File: config.mk
export PLATFORM = sky130hd
export DESIGN_NAME = tmd_top
export DESIGN_NICKNAME = d
export VERILOG_FILES = /design/src/tmd_pkg.sv /design/src/tmd_mode_decode.sv /design/src/tmd_top.sv
export SDC_FILE = /design/constraint.sdc
export NUM_CORES = 1
export LEC_CHECK = 0
export BUFFER_PORTS_ARGS = -buffer_cell sky130_fd_sc_hd__buf_4
export CORE_UTILIZATION = 55
export CTS_CLUSTER_DIAMETER = 150
export DETAILED_ROUTE_END_ITERATION = 10
export GPL_ROUTABILITY_DRIVEN = 0
export PLACE_DENSITY = 0.88
export SLEW_MARGIN = 20
export SYNTH_ARGS = -nofsm -noshare
export SYNTH_HDL_FRONTEND = slang
export SYNTH_HIERARCHICAL = 1
export SYNTH_SLANG_ARGS = --single-unit
File: constraint.sdc
create_clock -name aclk -period 2.35 [get_ports aclk]
set_input_delay 0.3525 -clock aclk [delete_from_list [all_inputs] [get_ports aclk]]
set_output_delay 0.3525 -clock aclk [all_outputs]
set_load 0.05 [all_outputs]
File: src/tmd_pkg.sv
// tmd_pkg: shared constants and carrier structs for the transceiver mode
// decoder. assumes 16-bit serial words with 10-bit register data.
package tmd_pkg;

	// register bus offsets (byte addresses, one word each)
	localparam logic [7:0] OFF_MAIN0      = 8'h00;
	localparam logic [7:0] OFF_MAIN6      = 8'h04;
	localparam logic [7:0] OFF_MAIN22     = 8'h08;
	localparam logic [7:0] OFF_PIN_CTRL   = 8'h0c;
	localparam logic [7:0] OFF_STATUS     = 8'h10;
	localparam logic [7:0] OFF_CLK_CFG    = 8'h14;
	localparam logic [7:0] OFF_SERIAL     = 8'h18;
	localparam logic [7:0] OFF_LOCAL_BASE = 8'h80;

	// serial word layout
	localparam int WORD_BITS = 16;
	localparam int RW_POS    = 15;
	localparam int ADDR_MSB  = 14;
	localparam int ADDR_LSB  = 10;
	localparam int DATA_BITS = 10;

	// field positions
	localparam int MAIN0_BANK_POS = 9;
	localparam int MAIN0_MIMO_POS = 5;
	localparam int MAIN6_AMDET_POS = 9;
	localparam int MAIN22_TXCAL_POS = 3;
	localparam int MAIN22_TXBOTH_POS = 2;
	localparam int MAIN22_MODE_MSB = 1;
	localparam int MAIN22_MODE_LSB = 0;
	localparam int PAB_A_POS = 0;
	localparam int PAB_B_POS = 1;

	localparam logic [4:0] MAIN0_ADDR  = 5'h00;
	localparam logic [4:0] MAIN6_ADDR  = 5'h06;
	localparam logic [4:0] MAIN22_ADDR = 5'h16;

	// mode field codes
	localparam logic [1:0] MF_OFF  = 2'h0;
	localparam logic [1:0] MF_ON   = 2'h1;
	localparam logic [1:0] MF_UNUS = 2'h2;
	localparam logic [1:0] MF_CAL  = 2'h3;

	// reset values
	localparam logic [9:0] REG_RST = 10'h000;

	// axi responses
	localparam logic [1:0] RESP_OKAY   = 2'h0;
	localparam logic [1:0] RESP_SLVERR = 2'h2;

	typedef enum logic [2:0] {
		MODE_SHUTDOWN,
		MODE_DIVIDED_REFERENCE_OUTPUT,
		MODE_STANDBY,
		MODE_RX,
		MODE_TX,
		MODE_TXCAL,
		MODE_RXCAL
	} tmd_mode_e;

	typedef struct packed {
		logic enable;
		logic path_direction_select;
		logic clock_output_enable;
		logic serial_data_in;
		logic chip_select;
	} tmd_pins_s;

	typedef struct packed {
		logic receiver_a;
		logic receiver_b;
		logic rx_lna;
		logic transmitter_a;
		logic transmitter_b;
		logic tx_pa_driver;
		logic synth_vco;
		logic divided_reference_output;
		logic am_detector;
		logic rx_iq_buffers;
		logic loopback;
		logic amdet_to_rx_baseband;
		logic cal_target_tx_a;
		logic pa_bias_a;
		logic pa_bias_b;
	} tmd_enables_s;

	typedef struct packed {
		logic divide_by_two;
		logic xtal_osc_enable;
		logic [1:0] xtal_freq_sel;
	} tmd_clk_cfg_s;

endpackage : tmd_pkg

File: src/tmd_mode_decode.sv
// tmd_mode_decode: combinational mode decode from pins and register bits.
// assumes pin levels already synchronous to the system clock.
`timescale 1ns/10ps
module tmd_mode_decode (
	input  wire logic [1:0]           mode_field,
	input  wire tmd_pkg::tmd_pins_s   pins,
	input  wire logic                 both_rx,
	input  wire logic                 both_tx,
	input  wire logic                 tx_cal_sel_a,
	input  wire logic                 amdet_route,
	input  wire logic [1:0]           pa_bias_req,
	output tmd_pkg::tmd_mode_e        mode,
	output tmd_pkg::tmd_enables_s     en
);

	always_comb begin
		// 10 behaves as 00
		logic [1:0] mf;
		mf = (mode_field == tmd_pkg::MF_UNUS) ? tmd_pkg::MF_OFF : mode_field;
		mode = tmd_pkg::MODE_SHUTDOWN; // unlisted combos
		if (mf == tmd_pkg::MF_OFF && !pins.enable &&
		    !pins.path_direction_select) begin
			mode = pins.clock_output_enable ? tmd_pkg::MODE_DIVIDED_REFERENCE_OUTPUT
				: tmd_pkg::MODE_SHUTDOWN;
		end else if (mf == tmd_pkg::MF_ON) begin // cken ignored
			if (!pins.enable && pins.path_direction_select)
				mode = tmd_pkg::MODE_STANDBY;
			else if (pins.enable)
				mode = pins.path_direction_select ? tmd_pkg::MODE_RX
					: tmd_pkg::MODE_TX;
		end else if (mf == tmd_pkg::MF_CAL && pins.enable) begin
			mode = pins.path_direction_select ? tmd_pkg::MODE_RXCAL
				: tmd_pkg::MODE_TXCAL;
		end
	end

	always_comb begin
		en = '0;
		// clock output follows its pin in every mode
		en.divided_reference_output = pins.clock_output_enable;
		unique case (mode)
			tmd_pkg::MODE_SHUTDOWN, tmd_pkg::MODE_DIVIDED_REFERENCE_OUTPUT: begin
				// pa bias forced off
			end
			tmd_pkg::MODE_STANDBY: begin
				en.synth_vco = 1'b1;
			end
			tmd_pkg::MODE_RX: begin
				en.synth_vco  = 1'b1;
				en.receiver_a = 1'b1;
				en.receiver_b = both_rx;
				en.rx_lna     = 1'b1;
			end
			tmd_pkg::MODE_TX: begin
				en.synth_vco     = 1'b1;
				en.transmitter_a = 1'b1;
				en.transmitter_b = both_tx;
				en.tx_pa_driver  = 1'b1;
			end
			tmd_pkg::MODE_TXCAL: begin
				en.synth_vco       = 1'b1;
				en.transmitter_a   = tx_cal_sel_a;
				en.transmitter_b   = !tx_cal_sel_a;
				en.cal_target_tx_a = tx_cal_sel_a;
				en.am_detector     = 1'b1;
				en.rx_iq_buffers   = 1'b1;
				// detector results on rx baseband lines
				en.amdet_to_rx_baseband = 1'b1;
			end
			tmd_pkg::MODE_RXCAL: begin
				en.synth_vco     = 1'b1;
				en.receiver_a    = 1'b1; // lna stays off
				en.receiver_b    = both_rx;
				en.transmitter_a = 1'b1; // pa driver off
				en.loopback      = 1'b1;
			end
		endcase
		// am detector routing by register bit
		if (amdet_route && mode != tmd_pkg::MODE_SHUTDOWN &&
		    mode != tmd_pkg::MODE_DIVIDED_REFERENCE_OUTPUT)
			en.amdet_to_rx_baseband = 1'b1;
		if (mode != tmd_pkg::MODE_SHUTDOWN &&
		    mode != tmd_pkg::MODE_DIVIDED_REFERENCE_OUTPUT) begin
			en.pa_bias_a = pa_bias_req[tmd_pkg::PAB_A_POS];
			en.pa_bias_b = pa_bias_req[tmd_pkg::PAB_B_POS];
		end
	end

endmodule : tmd_mode_decode

File: src/tmd_top.sv
// tmd_top: transceiver mode decoder with axi4-lite register access.
// assumes pins synchronous to aclk; one write and one read at a time.
//
// Behaviour
// mode from field, enable, direction select, clock-output enable per table.
// calibration modes power listed partial paths, detector, buffers or loopback.
// controller avoids field 10; device treats 10 as 00.
// clock output follows clock-output enable in every mode.
// divide ratio and oscillator enable captured at power-up or enable rise.
// pa bias selectable except in shutdown and clock-out-only.
// receive mode enables receiver b only when main0 bit 5 set.
// transmit mode enables transmitter b only when main22 bit 2 set.
// main6 bit 9 routes am detector onto receive baseband outputs.
// tx calibration targets transmitter a when main22 bit 3 set, else b.
// tx calibration presents leakage detector results on receive baseband.
// controller holds config pin levels while raising clock-output enable.
// after capture edge, pin changes leave clock configuration alone.
// serial word is 16 bits: rw, five address bits, ten data.
// main0 bit 9 selects main or local register bank.
// clock-output enable ignored in active modes; decode is combinational (enables output here registered, one aclk behind the pins).
// unlisted combinations decode as shutdown.
//
// The placing of the registers and the AXI4-Lite register port were decided locally.
`timescale 1ns/10ps
module tmd_top (
	input  wire logic                 aclk,
	input  wire logic                 aresetn,
	input  wire logic [7:0]           s_axi_awaddr,
	input  wire logic                 s_axi_awvalid,
	output logic                      s_axi_awready,
	input  wire logic [31:0]          s_axi_wdata,
	input  wire logic [3:0]           s_axi_wstrb,
	input  wire logic                 s_axi_wvalid,
	output logic                      s_axi_wready,
	output logic [1:0]                s_axi_bresp,
	output logic                      s_axi_bvalid,
	input  wire logic                 s_axi_bready,
	input  wire logic [7:0]           s_axi_araddr,
	input  wire logic                 s_axi_arvalid,
	output logic                      s_axi_arready,
	output logic [31:0]               s_axi_rdata,
	output logic [1:0]                s_axi_rresp,
	output logic                      s_axi_rvalid,
	input  wire logic                 s_axi_rready,
	input  wire tmd_pkg::tmd_pins_s   pins,
	output tmd_pkg::tmd_enables_s     enables,
	output tmd_pkg::tmd_clk_cfg_s     clk_cfg,
	output logic [1:0]                pa_bias_req
);

	typedef struct packed {
		logic [9:0]            main0;
		logic [9:0]            main6;
		logic [9:0]            main22;
		logic [1:0]            pab;
		logic [9:0]            local0;
		logic [15:0]           last_word;
		logic                  aw_hold;
		logic [7:0]            aw_addr;
		logic                  w_hold;
		logic [31:0]           w_data;
		logic [3:0]            w_strb;
		logic                  bvalid;
		logic [1:0]            bresp;
		logic                  rvalid;
		logic [31:0]           rdata;
		logic [1:0]            rresp;
		logic                  cken_d;
		logic                  cfg_done;
		tmd_pkg::tmd_clk_cfg_s cfg;
		tmd_pkg::tmd_enables_s en;
	} tmd_state_s;

	tmd_state_s            st;
	tmd_state_s            next_st;
	tmd_pkg::tmd_mode_e    mode;
	tmd_pkg::tmd_enables_s dec_en;

	tmd_mode_decode u_dec (
		.mode_field   (st.main22[tmd_pkg::MAIN22_MODE_MSB:
			tmd_pkg::MAIN22_MODE_LSB]),
		.pins         (pins),
		.both_rx      (st.main0[tmd_pkg::MAIN0_MIMO_POS]),
		.both_tx      (st.main22[tmd_pkg::MAIN22_TXBOTH_POS]),
		.tx_cal_sel_a (st.main22[tmd_pkg::MAIN22_TXCAL_POS]),
		.amdet_route  (st.main6[tmd_pkg::MAIN6_AMDET_POS]),
		.pa_bias_req  (st.pab),
		.mode         (mode),
		.en           (dec_en)
	);

	// register write of one 10-bit field into the register chosen by
	// the bank select, mimicking a 16-bit serial word
	function automatic logic [9:0] merge(input logic [9:0] old,
		input logic [31:0] d, input logic [3:0] s);
		logic [9:0] r;
		r = old;
		if (s[0])
			r[7:0] = d[7:0];
		if (s[1])
			r[9:8] = d[9:8];
		return r;
	endfunction : merge

	always_comb begin
		logic       hit;
		logic [9:0] rd;
		next_st = st;
		hit     = 1'b1;
		rd      = '0;
		if (s_axi_awvalid && s_axi_awready) begin
			next_st.aw_hold = 1'b1;
			next_st.aw_addr = s_axi_awaddr;
		end
		if (s_axi_wvalid && s_axi_wready) begin
			next_st.w_hold = 1'b1;
			next_st.w_data = s_axi_wdata;
			next_st.w_strb = s_axi_wstrb;
		end
		if (st.aw_hold && st.w_hold && !st.bvalid) begin
			next_st.aw_hold = 1'b0;
			next_st.w_hold  = 1'b0;
			next_st.bvalid  = 1'b1;
			next_st.bresp   = tmd_pkg::RESP_OKAY;
			unique case (st.aw_addr)
				tmd_pkg::OFF_MAIN0: begin
					next_st.main0 = merge(st.main0, st.w_data, st.w_strb);
					next_st.last_word = {1'b0, tmd_pkg::MAIN0_ADDR,
						next_st.main0};
				end
				tmd_pkg::OFF_MAIN6:
					// main bank only while bank select is clear
					if (!st.main0[tmd_pkg::MAIN0_BANK_POS]) begin
						next_st.main6 = merge(st.main6, st.w_data, st.w_strb);
						next_st.last_word = {1'b0, tmd_pkg::MAIN6_ADDR,
							next_st.main6};
					end else
						next_st.local0 = merge(st.local0, st.w_data,
							st.w_strb);
				tmd_pkg::OFF_MAIN22:
					if (!st.main0[tmd_pkg::MAIN0_BANK_POS]) begin
						next_st.main22 = merge(st.main22, st.w_data,
							st.w_strb);
						next_st.last_word = {1'b0, tmd_pkg::MAIN22_ADDR,
							next_st.main22};
					end else
						next_st.local0 = merge(st.local0, st.w_data,
							st.w_strb);
				tmd_pkg::OFF_PIN_CTRL:
					if (st.w_strb[0])
						next_st.pab = st.w_data[1:0];
				tmd_pkg::OFF_STATUS, tmd_pkg::OFF_CLK_CFG,
				tmd_pkg::OFF_SERIAL, tmd_pkg::OFF_LOCAL_BASE: begin
				end
				default:
					next_st.bresp = tmd_pkg::RESP_SLVERR;
			endcase
		end
		if (st.bvalid && s_axi_bready)
			next_st.bvalid = 1'b0;

		if (s_axi_arvalid && s_axi_arready) begin
			unique case (s_axi_araddr)
				tmd_pkg::OFF_MAIN0:      rd = st.main0;
				tmd_pkg::OFF_MAIN6:      rd = st.main6;
				tmd_pkg::OFF_MAIN22:     rd = st.main22;
				tmd_pkg::OFF_PIN_CTRL:   rd = {8'h00, st.pab};
				tmd_pkg::OFF_STATUS:     rd = {7'h00, 3'(mode)};
				tmd_pkg::OFF_CLK_CFG:    rd = {5'h00, st.cfg_done, st.cfg};
				tmd_pkg::OFF_LOCAL_BASE: rd = st.local0;
				tmd_pkg::OFF_SERIAL:     rd = '0;
				default:                 hit = 1'b0;
			endcase
			next_st.rvalid = 1'b1;
			next_st.rdata  = (s_axi_araddr == tmd_pkg::OFF_SERIAL)
				? {16'h0000, st.last_word} : {22'h000000, rd};
			next_st.rresp  = hit ? tmd_pkg::RESP_OKAY : tmd_pkg::RESP_SLVERR;
		end else if (st.rvalid && s_axi_rready) begin
			next_st.rvalid = 1'b0;
		end

		// capture clock config on the enable rise, or once after reset
		// as the power-up capture; later pin changes ignored
		next_st.cken_d = pins.clock_output_enable;
		if (!st.cfg_done ||
		    (pins.clock_output_enable && !st.cken_d)) begin
			next_st.cfg_done = 1'b1;
			next_st.cfg.divide_by_two   = pins.path_direction_select;
			next_st.cfg.xtal_osc_enable = pins.enable;
			next_st.cfg.xtal_freq_sel   = {pins.chip_select,
				pins.serial_data_in};
		end
		next_st.en = dec_en;
	end

	always_ff @(posedge aclk) begin
		if (!aresetn) begin
			st        <= '0;
			st.main0  <= tmd_pkg::REG_RST;
			st.main6  <= tmd_pkg::REG_RST;
			st.main22 <= tmd_pkg::REG_RST;
		end else begin
			st <= next_st;
		end
	end

	assign s_axi_awready = !st.aw_hold;
	assign s_axi_wready  = !st.w_hold;
	assign s_axi_bvalid  = st.bvalid;
	assign s_axi_bresp   = st.bresp;
	assign s_axi_arready = !st.rvalid;
	assign s_axi_rvalid  = st.rvalid;
	assign s_axi_rdata   = st.rdata;
	assign s_axi_rresp   = st.rresp;
	assign enables       = st.en;
	assign clk_cfg       = st.cfg;
	assign pa_bias_req   = st.pab;

endmodule : tmd_top
==> impl_metrics.tcl, run 1 <==
set metrics [dict create \
    syn_inst 638 \
    core_mm2 0.00986 \
    synth_area_leaders "dfxtp_1 40%, mux2i_1 10%, buf_4 7.8%, nor2_1 3.9%, nand2_1 3.8%" \
    drv_cap 0 \
    insertedDiodeCount 0 \
    cts.hold.buffers_added 1 \
    clk_pin_slew_ns 0.05 \
    status "finished clean" \
    synth_area_mm2 0.00565 \
    synth_top_area_share_pct 40.0 \
    cp-start-kind "flop" \
    drt-vias-per-instance 6.00 \
    worst-setup-path-type "reg2reg" \
    pwr-share-comb_pct 11.4 \
    skew_ns 0.00582 \
    wirelength_mm 14.7 \
    nNetsFinal 736 \
    final.min_clock_period_ns 2.10 \
    cts.sinks 113 \
    tightest_slew_ns 0.951 \
    synthFlopType "dfxtp_1" \
    drive_gt1_share_pct 22.8 \
    dieHeight_um 103 \
    power.internal_mw 3.86 \
    drt_iter0_drc 505 \
    p_leak_nw 2.82 \
    hold_viol_final 0 \
    synth_top_area_cell "dfxtp_1" \
    grt_pass1_vias 4701 \
    syn_avg_cell_area_um2 8.86 \
    synth.distinct_cells 59 \
    row_count 36 \
    ios 126 \
    tritoncts "built" \
    grt_max_degree 57 \
    p_per_area_mw_per_mm2 781 \
    routed-via-count 4898 \
    die_area_mm2 0.0107 \
    cts_resized 0 \
    required_ns 2.79 \
    overflow 0 \
    syn_to_final_growth_pct 16.7 \
    critPathArrivalTime_ns 2.54 \
    setup_viol 0 \
    switchingPower_mw 1.29 \
    layout_commonest_cell "dfxtp_1" \
    cts_root_buffer "clkbuf_8" \
    insertion_delay_ns 0.53 \
    dp_hpwl_mm 9.78 \
    yosysSeqAreaShare_pct 40.0 \
    fin_setup_tns_ns 0 \
    grt_pass1_wl_mm 23.0 \
    postCtsSetupBuffers 0 \
    async_flop_share_pct 0 \
    slew_viol_final 0 \
    cp-end-kind "flop" \
    rsz0062_at_grt "no" \
    dpl_cell_area_mm2 0.00599 \
    first_pass_iters 7 \
    grtUsageTotal_pct 28.8 \
    wire_per_inst_um 18.0 \
    ys_ff_latch 113 \
    period_share_pct 89.3 \
    fillCellCount 705 \
    mostFrequentLayoutCells "113 x dfxtp_1, 91 x buf_4, 59 x nor2_1, 59 x mux2i_1, 57 x nand2_1" \
    pwr-share-clk_pct 49.1 \
    start_util_pct 57.3 \
    synth-edff-count 0 \
    route.detailed.drc 0 \
    htreeDepth 4 \
    switching_share_pct 25.0 \
    min_path_type "in2reg" \
    numCtsBuffers 17 \
    ir_drop_v 0.000443 \
    relSlewSlack_pct 36.5 \
    clock.fmax_mhz 476 \
    final_area_mm2 0.00659 \
    path_max_fanout 9 \
    portBuffers 80 \
    yosysWarnings 6 \
    antenna_found_initial 0 \
    power_frac_seq_pct 39.6 \
    clockBufferDepth 2 \
    ant_nets 0 \
    dieWidth_um 103 \
]
[flip-flops by register name, summed over array words and instances (netlist names)]
register and count:
s_axi_rvalid 1, s_axi_bvalid 1, st 76, s_axi_bresp 1, s_axi_rdata 12, enables 15
clk_cfg 4, pa_bias_req 2, s_axi_rresp 1
[power groups by stage]
stage                     clock network [mW]  registers [mW]  logic (mW)
final                                   2.53            2.04       0.586
after global routing                    2.63            2.04       0.627
after CTS                               2.54            2.03       0.582
after detailed placement                   0            2.07       0.574
after global placement                     0            2.07       0.557
after floorplan                            0            2.05       0.469
[synthesized netlist by cell type (4+ instances only)]
cell type and instances:
buf_4 59, and3_1 5, a221oi_1 18, nor3_1 10
a311oi_2 8, a21oi_1 40, nand2b_1 13, clkbuf_1 30
o21ai_0 33, and2_1 20, nand2_1 57, buf_2 5
nand3_1 17, nor3b_1 4, mux2i_1 59, nor2_1 59
nor2b_1 10, a22o_1 4, mux2_2 11, dfxtp_1 113
inv_1 10
[path summary, 6_finish.rpt]
| check | slack, ns | from | depth (start not counted) | to |
|---|---|---|---|---|
| worst min-delay path | 0.05 | s_axi_awvalid | 3 | st[104]$_SDFFE_PP0P_ |
| worst max register to register | 0.25 | st[96]$_SDFFE_PN0P_ | 5 | st[128]$_SDFFE_PN0P_ |
| worst max-delay path | 0.25 | st[96]$_SDFFE_PN0P_ | 5 | st[128]$_SDFFE_PN0P_ |
| worst min register to register | 0.45 | s_axi_rdata[14]$_SDFFE_PN0P_ | 2 | s_axi_rdata[14]$_SDFFE_PN0P_ |
[metrics by stage]
step,hold slack (ns),setup slack [ns],power (mW),util [%],instances
final,0.0454,0.250,5.15,66.8,817
after global routing,0.0460,0.0813,5.30,66.8,817
after CTS,0.0324,0.308,5.16,66.8,817
after detailed placement,0.447,0.341,2.65,60.7,785
after global placement,0.443,0.430,2.62,60.7,785
after floorplan,0.432,0.570,2.52,-,658
[cell type report]
cell class	instances	area (um^2)	share of cell area [%]
multi-input cells	436	2820	42.7
inverters	11	41.3	0.626
well taps	133	166	2.52
flip-flops and latches	113	2260	34.3
repair buffers	93	713	10.8
clock buffers	27	522	7.92
clock inverters	4	70.1	1.06
[per-layer routing]
| metal | up-vias | global-route usage, % | share of wire [%] | wire length [um] |
|---|---|---|---|---|
| met4 | 0 | 16.7 | 3.4 | 496 |
| met5 | - | 0 | 0 | 0 |
| met2 | 312 | 47.2 | 48 | 7070 |
| met1 | 2298 | 33.8 | 39 | 5710 |
| li1 | 2230 | - | - | - |
| met3 | 58 | 8.00 | 9.6 | 1420 |
[critical path, stage by stage, from the launching register on]
cell and delay, ns:
dfxtp_1 0.33, or4_4 0.58, nor3_1 0.48, buf_4 0.26, nand3_1 0.12, a21oi_1 0.24
[cell families (layout without fill, tap and decap cells)]
logic type	after synthesis	count (layout)	synth area share (%)
compound gates	122	122	14.8
buf+inv	109	135	11.6
fa+ha+maj	1	1	0.177
other cells	1	21	0.0664
mux	71	71	13.0
simple gates	221	221	20.3
flops	113	113	40.0
No activity file was read; power rests on OpenSTA's default activity.
==> run 2, diff against run 1 <==
Settings changed: CORE_ASPECT_RATIO set to 1.2, CORE_UTILIZATION 55 to 30, PLACE_DENSITY 0.88 to 0.56.
==> run 2 against run 1 <==
Effect of this change: core utilization fell by 30 points; die area rose by 81%; via count fell by 6.4%; total power rose by 4.2%; highest routed layer unchanged; hold slack improved by 0.070 ns; maximum frequency rose by 2.1%; sequential power barely moved; critical endpoint is now st[143]$_SDFFE_PN0P_.
==> impl_metrics.tcl, run 2 (synthesis gave the netlist of run 1 again) <==
set metrics [dict create \
    tightest_slew_ns 0.743 \
    cp_top_family "simple AND/OR/NAND/NOR gates" \
    clk_pin_slew_ns 0.05 \
    numCtsBuffers 17 \
    switchingPower_mw 1.34 \
    largest_reg_flops 76 \
    fillCellCount 1901 \
    insertion_delay_ns 0.41 \
    final.min_clock_period_ns 2.06 \
    met3_usage_pct 3.86 \
    cts.hold.buffers_added 0 \
    start_util_pct 30.9 \
    pwr-share-comb_pct 11.0 \
    first_pass_iters 4 \
    p_leak_nw 2.87 \
    ios 126 \
    drive_gt1_share_pct 24.0 \
    slew_viol_final 0 \
    met1_usage_pct 18.8 \
    multi_input_area_mm2 0.00282 \
    seq_area_mm2 0.00226 \
    hold_depth 2 \
    core_mm2 0.0183 \
    hold_viol_final 0 \
    grt_pass1_wl_mm 23.5 \
    drv_cap 0 \
    cts_root_buffer "clkbuf_16" \
    mostFrequentLayoutCells "113 x dfxtp_1, 99 x buf_4, 59 x nor2_1, 59 x mux2i_1, 57 x nand2_1" \
    drt_iter0_drc 291 \
    critPathArrivalTime_ns 2.35 \
    antenna_found_initial 0 \
    dp_hpwl_mm 10.7 \
    drt-vias-per-instance 4.86 \
    fin_util_pct 37.3 \
    overflow 0 \
    cp-end-kind "flop" \
    reg2reg_depth 4 \
    syn_to_final_growth_pct 20.9 \
    cp_slowest_cell "nor2b_1" \
    rsz0062_at_grt "no" \
    period_share_pct 87.5 \
    htreeDepth 4 \
    wirelength_mm 14.7 \
    status "finished clean" \
    power.internal_mw 4.02 \
    clock.fmax_mhz 486 \
    portBuffers 80 \
    max_stage_delay_ns 0.64 \
    skew_ns 0.00712 \
    pwr-share-clk_pct 51.0 \
    path_cells "nor2b_1 -> nand4_2 -> mux2i_1 -> nor2_1" \
    switching_share_pct 25.0 \
    die_area_mm2 0.0194 \
    power_frac_seq_pct 38.0 \
    grtUsageTotal_pct 15.7 \
    postCtsSetupBuffers 0 \
    cp-start-kind "flop" \
    top_usage_layer "met2" \
    finalPower_mw 5.36 \
    grt_pass1_vias 4381 \
    worstSetupPathDepth 4 \
    relSlewSlack_pct 50.3 \
    min_path_type "in2reg" \
    wire_per_inst_um 15.5 \
    worst-setup-path-type "reg2reg" \
    ant_nets 0 \
    crit_buf_inv 0 \
    row_count 54 \
    cts.sinks 113 \
    grt_max_degree 39 \
    nNetsFinal 743 \
    dieWidth_um 127 \
    fin_setup_tns_ns 0 \
    p_per_area_mw_per_mm2 785 \
    clockBufferDepth 2 \
    insertedDiodeCount 0 \
    routed-via-count 4584 \
    route.detailed.drc 0 \
    cts_resized 0 \
    use_met2_pct 26.9 \
    path_max_fanout 9 \
    dieHeight_um 152 \
    tritoncts "built" \
    setup_viol 0 \
    whs_ns 0.116 \
    required_ns 2.64 \
    ir_drop_v 0.000548 \
    layout_commonest_cell "dfxtp_1" \
    largest-register "st" \
]
-- run 2: changes by cell type in the layout (fill, tap and decap cells not counted), sizes merged --
cell,before,now
buf,92,100
bufinv,2,4
clkbuf,27,22
clkinv,2,5
clkinvlp,0,1
dlygate4sd3,1,0
-- run 2: per-stage QoR --
stage / setup WS (ns) / area, um^2 / instances
after global routing: 0.131 / 6830 / 944
final: 0.293 / 6830 / 944
after floorplan: 0.570 / 5730 / 658
after detailed placement: 0.319 / 6200 / 912
after global placement: 0.320 / 6200 / 912
after CTS: 0.295 / 6830 / 944
-- run 2: final timing paths --
check	slack [ns]	startpoint	end
worst max-delay path	0.29	st[98]$_SDFFE_PN0P_	st[143]$_SDFFE_PN0P_
worst min-delay path	0.12	s_axi_rready	s_axi_rvalid$_SDFFE_PN0P_
worst max register to register	0.29	st[98]$_SDFFE_PN0P_	st[143]$_SDFFE_PN0P_
worst min register to register	0.45	s_axi_rdata[14]$_SDFFE_PN0P_	s_axi_rdata[14]$_SDFFE_PN0P_
-- run 2: cell type report --
cell class,instances,area share (%)
clock inverters,10,2.29
repair buffers,100,11.2
well taps,252,4.62
multi-input cells,436,41.2
inverters,11,0.605
clock buffers,22,6.94
flip-flops and latches,113,33.1
-- run 2: metal layers --
metal  wire length [um]  vias to the layer above
li1                   -                     2248
met1               6390                     2180
met2               7320                      130
met3                657                       26
met4                306                        0
met5                  0                        -
-- run 2: power groups by stage --
stage,Combinational [mW],Sequential (mW),Clock [mW]
6_report,0.590,2.04,2.74
5_1_grt,0.637,2.04,2.88
4_1_cts,0.596,2.04,2.78
3_5_place_dp,0.594,2.08,0
3_3_place_gp,0.589,2.08,0
2_1_floorplan,0.469,2.05,0
-- run 2: worst reg2reg max path, cell delays in order (launching register included) --
cell	delay (ns)
dfxtp_1	0.50
nor2b_1	0.64
nand4_2	0.48
mux2i_1	0.27
nor2_1	0.05
